## src/dcc_pkg.sv

```systemverilog
package dcc_pkg;

  // ==========================================================================
  // Sizes of the block.
  localparam int NUM_CH     = 4;
  localparam int CH_W       = 2;
  localparam int ADDR_W     = 8;
  localparam int DATA_W     = 32;
  localparam int DESC_NUM   = 8;
  localparam int DESC_IDX_W = 3;
  localparam int DESC_W     = 27;
  localparam int ATTR_NUM   = 4;

  // ==========================================================================
  // Register byte offsets.
  localparam logic [ADDR_W-1:0] REG_ENA_SET   = 8'h00;
  localparam logic [ADDR_W-1:0] REG_ENA_CLR   = 8'h04;
  localparam logic [ADDR_W-1:0] REG_ATTR_GET  = 8'h08;
  localparam logic [ADDR_W-1:0] REG_ATTR_BASE = 8'h10;
  localparam logic [ADDR_W-1:0] REG_ATTR_STEP = 8'h08;
  localparam logic [ADDR_W-1:0] REG_CLR_OFS   = 8'h04;
  localparam logic [ADDR_W-1:0] REG_PERIPH    = 8'h30;
  localparam logic [ADDR_W-1:0] REG_SWREQ     = 8'h34;
  localparam logic [ADDR_W-1:0] REG_DESC_BASE = 8'h40;

  // ==========================================================================
  // Attribute positions inside one channel's flag nibble.
  localparam int ATTR_BURST = 0;
  localparam int ATTR_ALT   = 1;
  localparam int ATTR_PRIO  = 2;
  localparam int ATTR_MASK  = 3;

  // ==========================================================================
  // Control word layout.
  localparam int SIZE_LSB = 0;
  localparam int SRC_LSB  = 2;
  localparam int DST_LSB  = 4;
  localparam int STEP_W   = 2;
  localparam int ARB_LSB  = 6;
  localparam int ARB_W    = 4;
  localparam int TAIL_BIT = 10;
  localparam int MODE_LSB = 11;
  localparam int MODE_W   = 3;
  localparam int CNT_LSB  = 16;
  localparam int CNT_W    = 11;

  localparam logic [STEP_W-1:0] SIZE_8        = 2'h0;
  localparam logic [STEP_W-1:0] SIZE_16       = 2'h1;
  localparam logic [STEP_W-1:0] SIZE_32       = 2'h2;
  localparam logic [STEP_W-1:0] SRC_STEP_NONE = 2'h3;
  localparam logic [STEP_W-1:0] DST_STEP_NONE = 2'h3;
  localparam logic [ARB_W-1:0]  ARB_SIZE_MAX  = 4'hA;
  localparam logic [CNT_W-1:0]  CNT_ONE       = 11'h001;
  localparam logic [CNT_W-1:0]  CNT_ZERO      = 11'h000;

  // ==========================================================================
  // Transfer modes and engine states.
  typedef enum logic [MODE_W-1:0] {
    MODE_STOP, MODE_BASIC, MODE_AUTO, MODE_PINGPONG, MODE_MEM_SG, MODE_PER_SG
  } dcc_mode_t;

  typedef enum logic [1:0] {ST_IDLE, ST_FETCH, ST_MOVE, ST_WB} dcc_state_t;

endpackage

```

## src/dcc_desc_if.sv

```systemverilog
`timescale 1ns/1ps
// ============================================================================
// Port of the control structure memory.
interface dcc_desc_if;
  import dcc_pkg::*;
  logic                  wrEn;
  logic [DESC_IDX_W-1:0] wrAddr;
  logic [DESC_W-1:0]     wrData;
  logic [DESC_IDX_W-1:0] rdAddr;
  logic [DESC_W-1:0]     rdData;

  modport ctrl (output wrEn, output wrAddr, output wrData, output rdAddr, input rdData);
  modport mem  (input wrEn, input wrAddr, input wrData, input rdAddr, output rdData);
endinterface

```

## src/dcc_desc_mem.sv

```systemverilog
`timescale 1ns/1ps
// ============================================================================
// Control structure store: one primary and one alternate word per channel.
module dcc_desc_mem
  import dcc_pkg::*;
(
  input wire logic clk,
  input wire logic rst_b,
  dcc_desc_if.mem  port
);

  logic [DESC_W-1:0] store [DESC_NUM];

  // The array has no reset; software programs a word before enabling its channel.
  always_ff @(posedge clk) begin
    if (port.wrEn) begin
      store[port.wrAddr] <= port.wrData;
    end
  end

  // Registered read, so data appear in the cycle after the address.
  always_ff @(posedge clk or negedge rst_b) begin
    if (!rst_b) begin
      port.rdData <= '0;
    end else begin
      port.rdData <= store[port.rdAddr];
    end
  end

endmodule

```

## src/dcc_channel_ctrl.sv

```systemverilog
`timescale 1ns/1ps
// Summary of operation
// - A channel moves no item unless its enable is set.
// - Hardware clears a channel's enable when its transfer completes.
// - Requests on a disabled channel are ignored until it is enabled again.
// - Software reads each channel's enable state.
// - Burst-only channels ignore single requests.
// - Alternate-structure attribute makes the alternate word the active descriptor.
// - High-priority channels win arbitration over normal ones.
// - Request-mask attribute hides the peripheral request line.
// - Attributes set and clear individually; all read together as flags.
// - Control word selects item size of 8, 16 or 32 bits.
// - Control word selects source step: byte, halfword, word or none.
// - Control word selects destination step independently, same choices.
// - Arbitration size, 1 to 1024 items, bounds items per bus tenure.
// - Tail burst flag accepts only bursts in the final partial tenure.
// - Primary and alternate control words are programmed separately.
// - Each channel selects which peripheral's request lines drive it.
// - Basic mode moves only while requested, pausing when request drops.
// - Auto mode completes all items once started by one request.
// - Remaining count is readable, decrements per item, reads zero when done.
// - Mode field reads stopped once the transfer completes.
module dcc_channel_ctrl
  import dcc_pkg::*;
(
  input  wire logic              clk,
  input  wire logic              rst_b,
  input  wire logic [ADDR_W-1:0] regAddr,
  input  wire logic [DATA_W-1:0] regWrData,
  input  wire logic              regWr,
  input  wire logic              regRd,
  output logic      [DATA_W-1:0] regRdData,
  input  wire logic [NUM_CH-1:0] priSingleReq,
  input  wire logic [NUM_CH-1:0] priBurstReq,
  input  wire logic [NUM_CH-1:0] secSingleReq,
  input  wire logic [NUM_CH-1:0] secBurstReq,
  output logic                   busReq,
  input  wire logic              busDone,
  output logic      [CH_W-1:0]   busChan,
  output logic                   busAltStruct,
  output logic      [STEP_W-1:0] busItemSize,
  output logic      [STEP_W-1:0] busSrcStep,
  output logic      [STEP_W-1:0] busDstStep,
  output logic      [NUM_CH-1:0] chanDone
);

  // ==========================================================================
  // Helpers.
  function automatic logic hit(input logic strobe, input logic [ADDR_W-1:0] a,
                               input logic [ADDR_W-1:0] off);
    return strobe && (a == off);
  endfunction

  function automatic logic isDesc(input logic [ADDR_W-1:0] a);
    return a[ADDR_W-1:DESC_IDX_W+2] == REG_DESC_BASE[ADDR_W-1:DESC_IDX_W+2];
  endfunction

  function automatic logic [NUM_CH-1:0] chanBit(input logic [CH_W-1:0] ch);
    logic [NUM_CH-1:0] r;
    r = '0;
    r[ch] = 1'b1;
    return r;
  endfunction

  // Lowest numbered set bit, with a valid flag on top.
  function automatic logic [CH_W:0] pickLowest(input logic [NUM_CH-1:0] v);
    logic [CH_W:0] r;
    r = '0;
    for (int i = NUM_CH - 1; i >= 0; i--) begin
      if (v[i]) begin
        r = {1'b1, CH_W'(i)};
      end
    end
    return r;
  endfunction

  // ==========================================================================
  // State.
  dcc_desc_if descIf ();

  logic [NUM_CH-1:0]     enable_q, enable_d, swReq_q, autoRun_q, periphSel_q, chanDone_q;
  logic [NUM_CH-1:0]     attr_q [ATTR_NUM];
  logic [NUM_CH-1:0]     swSet, swClr, hwClr, singleSel, burstSel, hwReq, eligible, hiElig;
  logic [NUM_CH*ATTR_NUM-1:0] attrFlags;
  dcc_state_t            state_q, state_d;
  logic [CH_W-1:0]       chan_q, winCh;
  logic [CH_W:0]         hiPick, anyPick;
  logic                  winValid, grant, finish, alt_q, run_q, actReq, tailZone, fetchTail;
  logic [DESC_W-1:0]     work_q;
  logic [CNT_W-1:0]      beats_q, workCnt, fetchCnt, arbLimit;
  logic                  swDescRd, swDescWr, rdMem_q;
  logic [DESC_IDX_W-1:0] regDescIdx;
  logic [DATA_W-1:0]     rdReg_q, rdNext;

  dcc_desc_mem u_mem (
    .clk   (clk),
    .rst_b (rst_b),
    .port  (descIf.mem)
  );

  // ==========================================================================
  // Register writes: enables, attributes, peripheral selection, soft requests.
  assign swSet = hit(regWr, regAddr, REG_ENA_SET) ? regWrData[NUM_CH-1:0] : '0;
  assign swClr = hit(regWr, regAddr, REG_ENA_CLR) ? regWrData[NUM_CH-1:0] : '0;
  assign hwClr = finish ? chanBit(chan_q) : '0;
  // A software enable in the same cycle as completion wins, so no arm is lost.
  assign enable_d = (enable_q & ~swClr & ~hwClr) | swSet;

  always_ff @(posedge clk or negedge rst_b) begin
    if (!rst_b) begin
      enable_q <= '0;
    end else begin
      enable_q <= enable_d;
    end
  end

  // Each attribute has its own set and clear word, so others are untouched.
  for (genvar k = 0; k < ATTR_NUM; k++) begin : g_attr
    localparam logic [ADDR_W-1:0] SetOfs = ADDR_W'(REG_ATTR_BASE + k * REG_ATTR_STEP);
    always_ff @(posedge clk or negedge rst_b) begin
      if (!rst_b) begin
        attr_q[k] <= '0;
      end else if (hit(regWr, regAddr, SetOfs)) begin
        attr_q[k] <= attr_q[k] | regWrData[NUM_CH-1:0];
      end else if (hit(regWr, regAddr, ADDR_W'(SetOfs + REG_CLR_OFS))) begin
        attr_q[k] <= attr_q[k] & ~regWrData[NUM_CH-1:0];
      end
    end
  end

  always_ff @(posedge clk or negedge rst_b) begin
    if (!rst_b) begin
      periphSel_q <= '0;
    end else if (hit(regWr, regAddr, REG_PERIPH)) begin
      periphSel_q <= regWrData[NUM_CH-1:0];
    end
  end

  // A soft request is held until the channel wins; a new write beats the clear.
  always_ff @(posedge clk or negedge rst_b) begin
    if (!rst_b) begin
      swReq_q <= '0;
    end else begin
      swReq_q <= (swReq_q & ~(grant ? chanBit(winCh) : '0))
               | (hit(regWr, regAddr, REG_SWREQ) ? regWrData[NUM_CH-1:0] : '0);
    end
  end

  // ==========================================================================
  // Request qualification per channel.
  for (genvar c = 0; c < NUM_CH; c++) begin : g_req
    assign singleSel[c] = periphSel_q[c] ? secSingleReq[c] : priSingleReq[c];
    assign burstSel[c]  = periphSel_q[c] ? secBurstReq[c] : priBurstReq[c];
    assign hwReq[c]     = ~attr_q[ATTR_MASK][c]
                        & (burstSel[c] | (singleSel[c] & ~attr_q[ATTR_BURST][c]));
    assign eligible[c]  = enable_q[c] & (hwReq[c] | swReq_q[c] | autoRun_q[c]);
    for (genvar k = 0; k < ATTR_NUM; k++) begin : g_flag
      assign attrFlags[c*ATTR_NUM+k] = attr_q[k][c];
    end
  end

  // High-priority channels are searched first.
  assign hiElig   = eligible & attr_q[ATTR_PRIO];
  assign hiPick   = pickLowest(hiElig);
  assign anyPick  = pickLowest(eligible);
  assign winValid = anyPick[CH_W];
  assign winCh    = hiPick[CH_W] ? hiPick[CH_W-1:0] : anyPick[CH_W-1:0];

  // ==========================================================================
  // Active descriptor fields.
  assign workCnt  = work_q[CNT_LSB +: CNT_W];
  assign fetchCnt = descIf.rdData[CNT_LSB +: CNT_W];
  assign arbLimit = CNT_W'(CNT_ONE << work_q[ARB_LSB +: ARB_W]);
  // In the last partial tenure the tail flag narrows service to bursts.
  assign tailZone = work_q[TAIL_BIT] && (workCnt < arbLimit);
  assign actReq   = ~attr_q[ATTR_MASK][chan_q]
                  & (burstSel[chan_q]
                     | (singleSel[chan_q] & ~attr_q[ATTR_BURST][chan_q] & ~tailZone));
  assign fetchTail = descIf.rdData[TAIL_BIT] && !autoRun_q[chan_q]
                   && fetchCnt < CNT_W'(CNT_ONE << descIf.rdData[ARB_LSB +: ARB_W])
                   && !(burstSel[chan_q] && !attr_q[ATTR_MASK][chan_q]);

  // ==========================================================================
  // Engine sequencing.
  always_comb begin
    state_d = state_q;
    grant   = 1'b0;
    finish  = 1'b0;
    case (state_q)
      ST_IDLE: begin
        // A software descriptor read owns the memory port this cycle.
        if (winValid && !swDescRd) begin
          grant   = 1'b1;
          state_d = ST_FETCH;
        end
      end
      ST_FETCH: begin
        if (!enable_q[chan_q]) begin
          state_d = ST_WB;
        end else if (fetchCnt == CNT_ZERO ||
                     descIf.rdData[MODE_LSB +: MODE_W] == MODE_STOP) begin
          finish  = 1'b1;
          state_d = ST_WB;
        end else if (fetchTail) begin
          state_d = ST_WB;
        end else begin
          state_d = ST_MOVE;
        end
      end
      ST_MOVE: begin
        if (busDone) begin
          if (workCnt == CNT_ONE) begin
            finish  = 1'b1;
            state_d = ST_WB;
          end else if (beats_q + CNT_ONE == arbLimit || !enable_q[chan_q] ||
                       (!run_q && !actReq)) begin
            state_d = ST_WB;
          end
        end
      end
      ST_WB: begin
        // A software descriptor write takes the port; write back next cycle.
        if (!swDescWr) begin
          state_d = ST_IDLE;
        end
      end
      default: state_d = ST_IDLE;
    endcase
  end

  always_ff @(posedge clk or negedge rst_b) begin
    if (!rst_b) begin
      state_q <= ST_IDLE;
    end else begin
      state_q <= state_d;
    end
  end

  // Grant latches channel and structure; alternate attribute picks the word.
  always_ff @(posedge clk or negedge rst_b) begin
    if (!rst_b) begin
      chan_q <= '0;
      alt_q  <= 1'b0;
    end else if (grant) begin
      chan_q <= winCh;
      alt_q  <= attr_q[ATTR_ALT][winCh];
    end
  end

  // Auto runs keep a channel eligible after its request goes away.
  always_ff @(posedge clk or negedge rst_b) begin
    if (!rst_b) begin
      autoRun_q <= '0;
      run_q     <= 1'b0;
    end else begin
      if (state_q == ST_FETCH) begin
        run_q <= descIf.rdData[MODE_LSB +: MODE_W] == MODE_AUTO;
      end
      if (state_q == ST_FETCH && descIf.rdData[MODE_LSB +: MODE_W] == MODE_AUTO) begin
        autoRun_q <= (autoRun_q | chanBit(chan_q)) & enable_d;
      end else begin
        autoRun_q <= autoRun_q & enable_d & ~hwClr;
      end
    end
  end

  // Working copy of the descriptor: counts items and stops the mode.
  always_ff @(posedge clk or negedge rst_b) begin
    if (!rst_b) begin
      work_q  <= '0;
      beats_q <= '0;
    end else if (state_q == ST_FETCH) begin
      work_q  <= descIf.rdData;
      beats_q <= '0;
      if (finish) begin
        work_q[MODE_LSB +: MODE_W] <= MODE_STOP;
      end
    end else if (state_q == ST_MOVE && busDone) begin
      work_q[CNT_LSB +: CNT_W] <= workCnt - CNT_ONE;
      beats_q                  <= beats_q + CNT_ONE;
      if (finish) begin
        work_q[MODE_LSB +: MODE_W] <= MODE_STOP;
      end
    end
  end

  always_ff @(posedge clk or negedge rst_b) begin
    if (!rst_b) begin
      chanDone_q <= '0;
    end else begin
      chanDone_q <= hwClr;
    end
  end

  // ==========================================================================
  // Memory port sharing and register reads.
  assign swDescRd   = regRd && isDesc(regAddr);
  assign swDescWr   = regWr && isDesc(regAddr);
  assign regDescIdx = regAddr[DESC_IDX_W+1:2];

  assign descIf.rdAddr = swDescRd ? regDescIdx : {winCh, attr_q[ATTR_ALT][winCh]};
  assign descIf.wrEn   = swDescWr || (state_q == ST_WB);
  assign descIf.wrAddr = swDescWr ? regDescIdx : {chan_q, alt_q};
  assign descIf.wrData = swDescWr ? regWrData[DESC_W-1:0] : work_q;

  always_comb begin
    case (regAddr)
      REG_ENA_SET:  rdNext = DATA_W'(enable_q);
      REG_ATTR_GET: rdNext = DATA_W'(attrFlags);
      REG_PERIPH:   rdNext = DATA_W'(periphSel_q);
      REG_SWREQ:    rdNext = DATA_W'(swReq_q);
      default:      rdNext = '0;
    endcase
  end

  always_ff @(posedge clk or negedge rst_b) begin
    if (!rst_b) begin
      rdReg_q <= '0;
      rdMem_q <= 1'b0;
    end else begin
      rdMem_q <= swDescRd;
      rdReg_q <= regRd ? rdNext : '0;
    end
  end

  assign regRdData    = rdMem_q ? DATA_W'(descIf.rdData) : rdReg_q;
  assign busReq       = (state_q == ST_MOVE);
  assign busChan      = chan_q;
  assign busAltStruct = alt_q;
  assign busItemSize  = work_q[SIZE_LSB +: STEP_W];
  assign busSrcStep   = work_q[SRC_LSB +: STEP_W];
  assign busDstStep   = work_q[DST_LSB +: STEP_W];
  assign chanDone     = chanDone_q;
endmodule

```

## config.mk

```make
export PLATFORM = sky130hd
export DESIGN_NAME = dcc_channel_ctrl
export DESIGN_NICKNAME = d
export VERILOG_FILES = /design/src/dcc_pkg.sv /design/src/dcc_desc_if.sv /design/src/dcc_desc_mem.sv /design/src/dcc_channel_ctrl.sv
export SDC_FILE = /design/constraint.sdc
export NUM_CORES = 1
export LEC_CHECK = 0
export BUFFER_PORTS_ARGS = -buffer_cell sky130_fd_sc_hd__buf_2
export CAP_MARGIN = 20
export CORE_UTILIZATION = 45
export DETAILED_ROUTE_END_ITERATION = 12
export GPL_ROUTABILITY_DRIVEN = 0
export SYNTH_ARGS = -nofsm -noshare
export SYNTH_HDL_FRONTEND = slang
export SYNTH_SLANG_ARGS = --single-unit
```

## constraint.sdc

```tcl
create_clock -name clk -period 7.9 [get_ports clk]
set_clock_uncertainty 0.1 [all_clocks]
set_input_delay 0.395 -clock clk [delete_from_list [all_inputs] [get_ports clk]]
set_output_delay 0.395 -clock clk [all_outputs]
set_load 0.01 [all_outputs]
```

==> results.py <==
metrics = {
    "critical_path": {
        "cp_max_fo": 30,
        "cp_data_required_time_ps": 8210,
        "path_buf_inv": 1,
        "endpoint_kind": "flip-flop",
        "crit_path_start_kind": "flip-flop",
        "worstPathCellList": "nand2b_1, nand3b_1, a31o_2, a221oi_1, a22o_1, nor2_1, a32oi_4, buf_4, o221ai_1, mux2_4",
        "path_class": "reg2reg",
        "critPathTopFamily": "compound AO/OA/AOI/OAI gates",
        "cp.arrival_ps": 4430,
        "cp_slowest_cell": "a32oi_4",
        "cpPeakStageDelay_ps": 810,
    },
    "clocking": {
        "cts_buffers": 38,
        "cts-root-buf": "clkbuf_16",
        "cts_tree": "yes",
        "postCtsSetupRepairBufs": 0,
        "clk_latency_ps": 530,
        "cts.sinks": 340,
        "path_clk_slew_ps": 60,
        "post_cts_resized": 0,
        "clock_path_buffers": 3,
        "htreeDepth": 2,
    },
    "sta": {
        "worst_pin_slew_ps": 1110,
        "fmax_ghz": 0.243,
        "slew_violations": 0,
        "hold_viol_final": 0,
        "rsz0062_at_grt": "no",
        "max_slew_margin_pct": 25.9,
        "finalSetupViolCount": 0,
        "fin_setup_tns_ps": 0,
        "fin_crit_sh_pct": 52.1,
        "worst_slack_ps": 3780,
        "fin_crit_ps": 4120,
    },
    "grt": {
        "grt.overflow.total": 0,
        "antenna_found_initial": 0,
        "grt_pass1_wl_um": 58700,
        "grt_pass1_vias": 9707,
        "grt_start_max_net_pins": 81,
        "track_usage_pct": 22.1,
    },
    "detailed_routing": {
        "firstDrtPassIters": 5,
        "avgViaCountPerCell": 5.66,
        "routedWlPerCell_um": 21.8,
        "drc_errors": 0,
        "vias": 10133,
        "drt-initial-drc-count": 762,
        "wl_um": 38900,
        "antenna_left": 0,
    },
    "power_and_ir_drop": {
        "p_leak_nw": 7.11,
        "p_per_area_nw_per_um2": 313,
        "ir_drop_mv": 0.179,
    },
    "floorplan": {
        "placementRows": 67,
        "io_pins": 107,
        "die_h_um": 188,
        "die_w_um": 188,
        "initial_utilization_pct": 46.1,
        "fp.dieArea_um2": 35400,
        "core_um2": 33800,
    },
    "cells_and_area": {
        "diodes": 0,
        "area_growth_pct": 14.5,
        "layout-drive-gt1-share_pct": 21.5,
        "layout.nets": 1401,
    },
    "placement": {
        "pre_cts_ws_ps": 3790,
        "hpwlAfterDp_um": 24100,
        "port-buffer-count": 96,
    },
    "synthesis": {
        "ys_seq_area_share_pct": 61.5,
        "synth_ff_type": "edfxtp_1",
        "synth_cells": 1228,
        "syn_avg_cell_area_um2": 12.7,
        "ys_seq_elements": 340,
        "yosysUniqueCellTypes": 70,
        "yosysWarnings": 0,
        "synthArstFlopShare_pct": 36.5,
        "netlist_area_um2": 15600,
        "synth_edf_count": 216,
    },
    "job": {
        "cap_violations": 0,
    },
    "status": {
        "status": "finished clean",
    },
    "worst_hold_path": {
        "min_path_type": "in2reg",
    },
}
## power by group
| part | total, mW | internal, mW | switching (mW) |
|---|---|---|---|
| clock | 1.84 | 1.11 | 0.725 |
| combinational | 1.19 | 0.515 | 0.675 |
| sequential | 2.57 | 2.29 | 0.277 |
| total | 5.59 | 3.92 | 1.68 |
## kinds of logic after synthesis
logic type               after synthesis  share of synthesized area, %
flip-flops                           340                          61.5
multiplexers                         112                          8.82
buffers and inverters                199                          5.26
AO/OA/AOI/OAI                        248                          11.9
AND/OR/NAND/NOR                      274                          8.72
XOR/XNOR                              26                          1.55
other                                  1                        0.0241
adder cells (fa/ha/maj)               28                          2.25
## through the flow
stage               total power, mW  utilization [%]  instance area (um2)  cells  hold slack [ps]
detailed placement             3.79             48.8                16500   1717              388
global placement               3.75             48.8                16500   1717              382
finish                         5.59             52.8                17900   1789             89.6
global route                   5.85             52.8                17900   1789             99.5
CTS                            5.62             52.7                17800   1787             73.7
floorplan                      3.35                -                15600   1232           -0.591
## worst paths after layout
kind / endpoint / startpoint / cells past startpoint / slack [ps]
setup reg to reg: u_mem.port.rdData[13] / flip-flop / 10 / 3780
hold / removal: swReq_q[1] / regWr / 3 / 90
setup / recovery: u_mem.port.rdData[13] / flip-flop / 10 / 3780
min in group asynchronous: beats_q[2] / rst_b / 2 / 410
max in group asynchronous: u_mem.port.rdData[5] / rst_b / 3 / 6170
hold reg to reg: flip-flop / flip-flop / 2 / 410
## Yosys cell counts, types with 28 or more instances
master | instances | area share, %
edfxtp_1 | 216 | 42
inv_1 | 126 | 3.0
dfrtp_1 | 124 | 20
nand2_1 | 76 | 1.8
mux2_2 | 73 | 5.3
nor2_1 | 57 | 1.4
a22oi_1 | 54 | 2.6
o221ai_1 | 54 | 3.0
clkbuf_1 | 47 | 1.1
o21ai_0 | 33 | 1.1
a21oi_1 | 28 | 0.90
ha_1 | 28 | 2.2
## tightest hold or removal path: stages
cell,delay (ps)
buf_2,160
nand3_1,80
nand2_1,50
## placed cells by master, fill, tap and decap left out, drive strengths merged, types with 7 or more instances in the layout
master  count
o21ai      33
nand2b     13
and3        8
dfrtp     124
ha         28
nand2      76
nor2       57
mux2i      14
a21oi      29
nand3      19
nor3       22
buf       111
xnor2      17
mux2       93
a21o        7
a31oi      19
inv       130
nor4        7
nor2b      12
clkbuf     47
a22oi      54
xor2        8
edfxtp    216
clkinv     12
o221ai     54
and2       27
or3        12
## sequential cells by signal, summed over array words and instances, names as in the netlist, 2 cells and up, named ones only
register,cells
chanDone,4
busChan,2
beats_q,11
periphSel_q,4
u_mem.store,216
state_q,2
rdReg_q,16
swReq_q,4
enable_q,4
autoRun_q,4
u_mem.port.rdData,27
work_q,27
## metal layers
| metal | global-route usage [%] | routed length (um) | vias to the layer above |
|---|---|---|---|
| li1 | - | - | 4696 |
| met1 | 31.0 | 17600 | 5061 |
| met2 | 36.1 | 18200 | 322 |
| met3 | 2.98 | 2200 | 54 |
| met4 | 5.97 | 921 | 0 |
| met5 | 0 | 0 | - |
## cell type report
cell class              count  area, um2
clock inverters            22        295
multi-input cells         693       5280
fillers                  2869      15900
repair buffers            112        642
flip-flops and latches    340       9590
clock buffers              47       1000
inverters                 127        477
well taps                 448        561
## repair_timing
item,in CTS,in global routing
hold endpoints to repair,79,0
hold buffers,1,0
setup endpoints to repair,0,0
No activity file was read; power rests on OpenSTA's default activity.
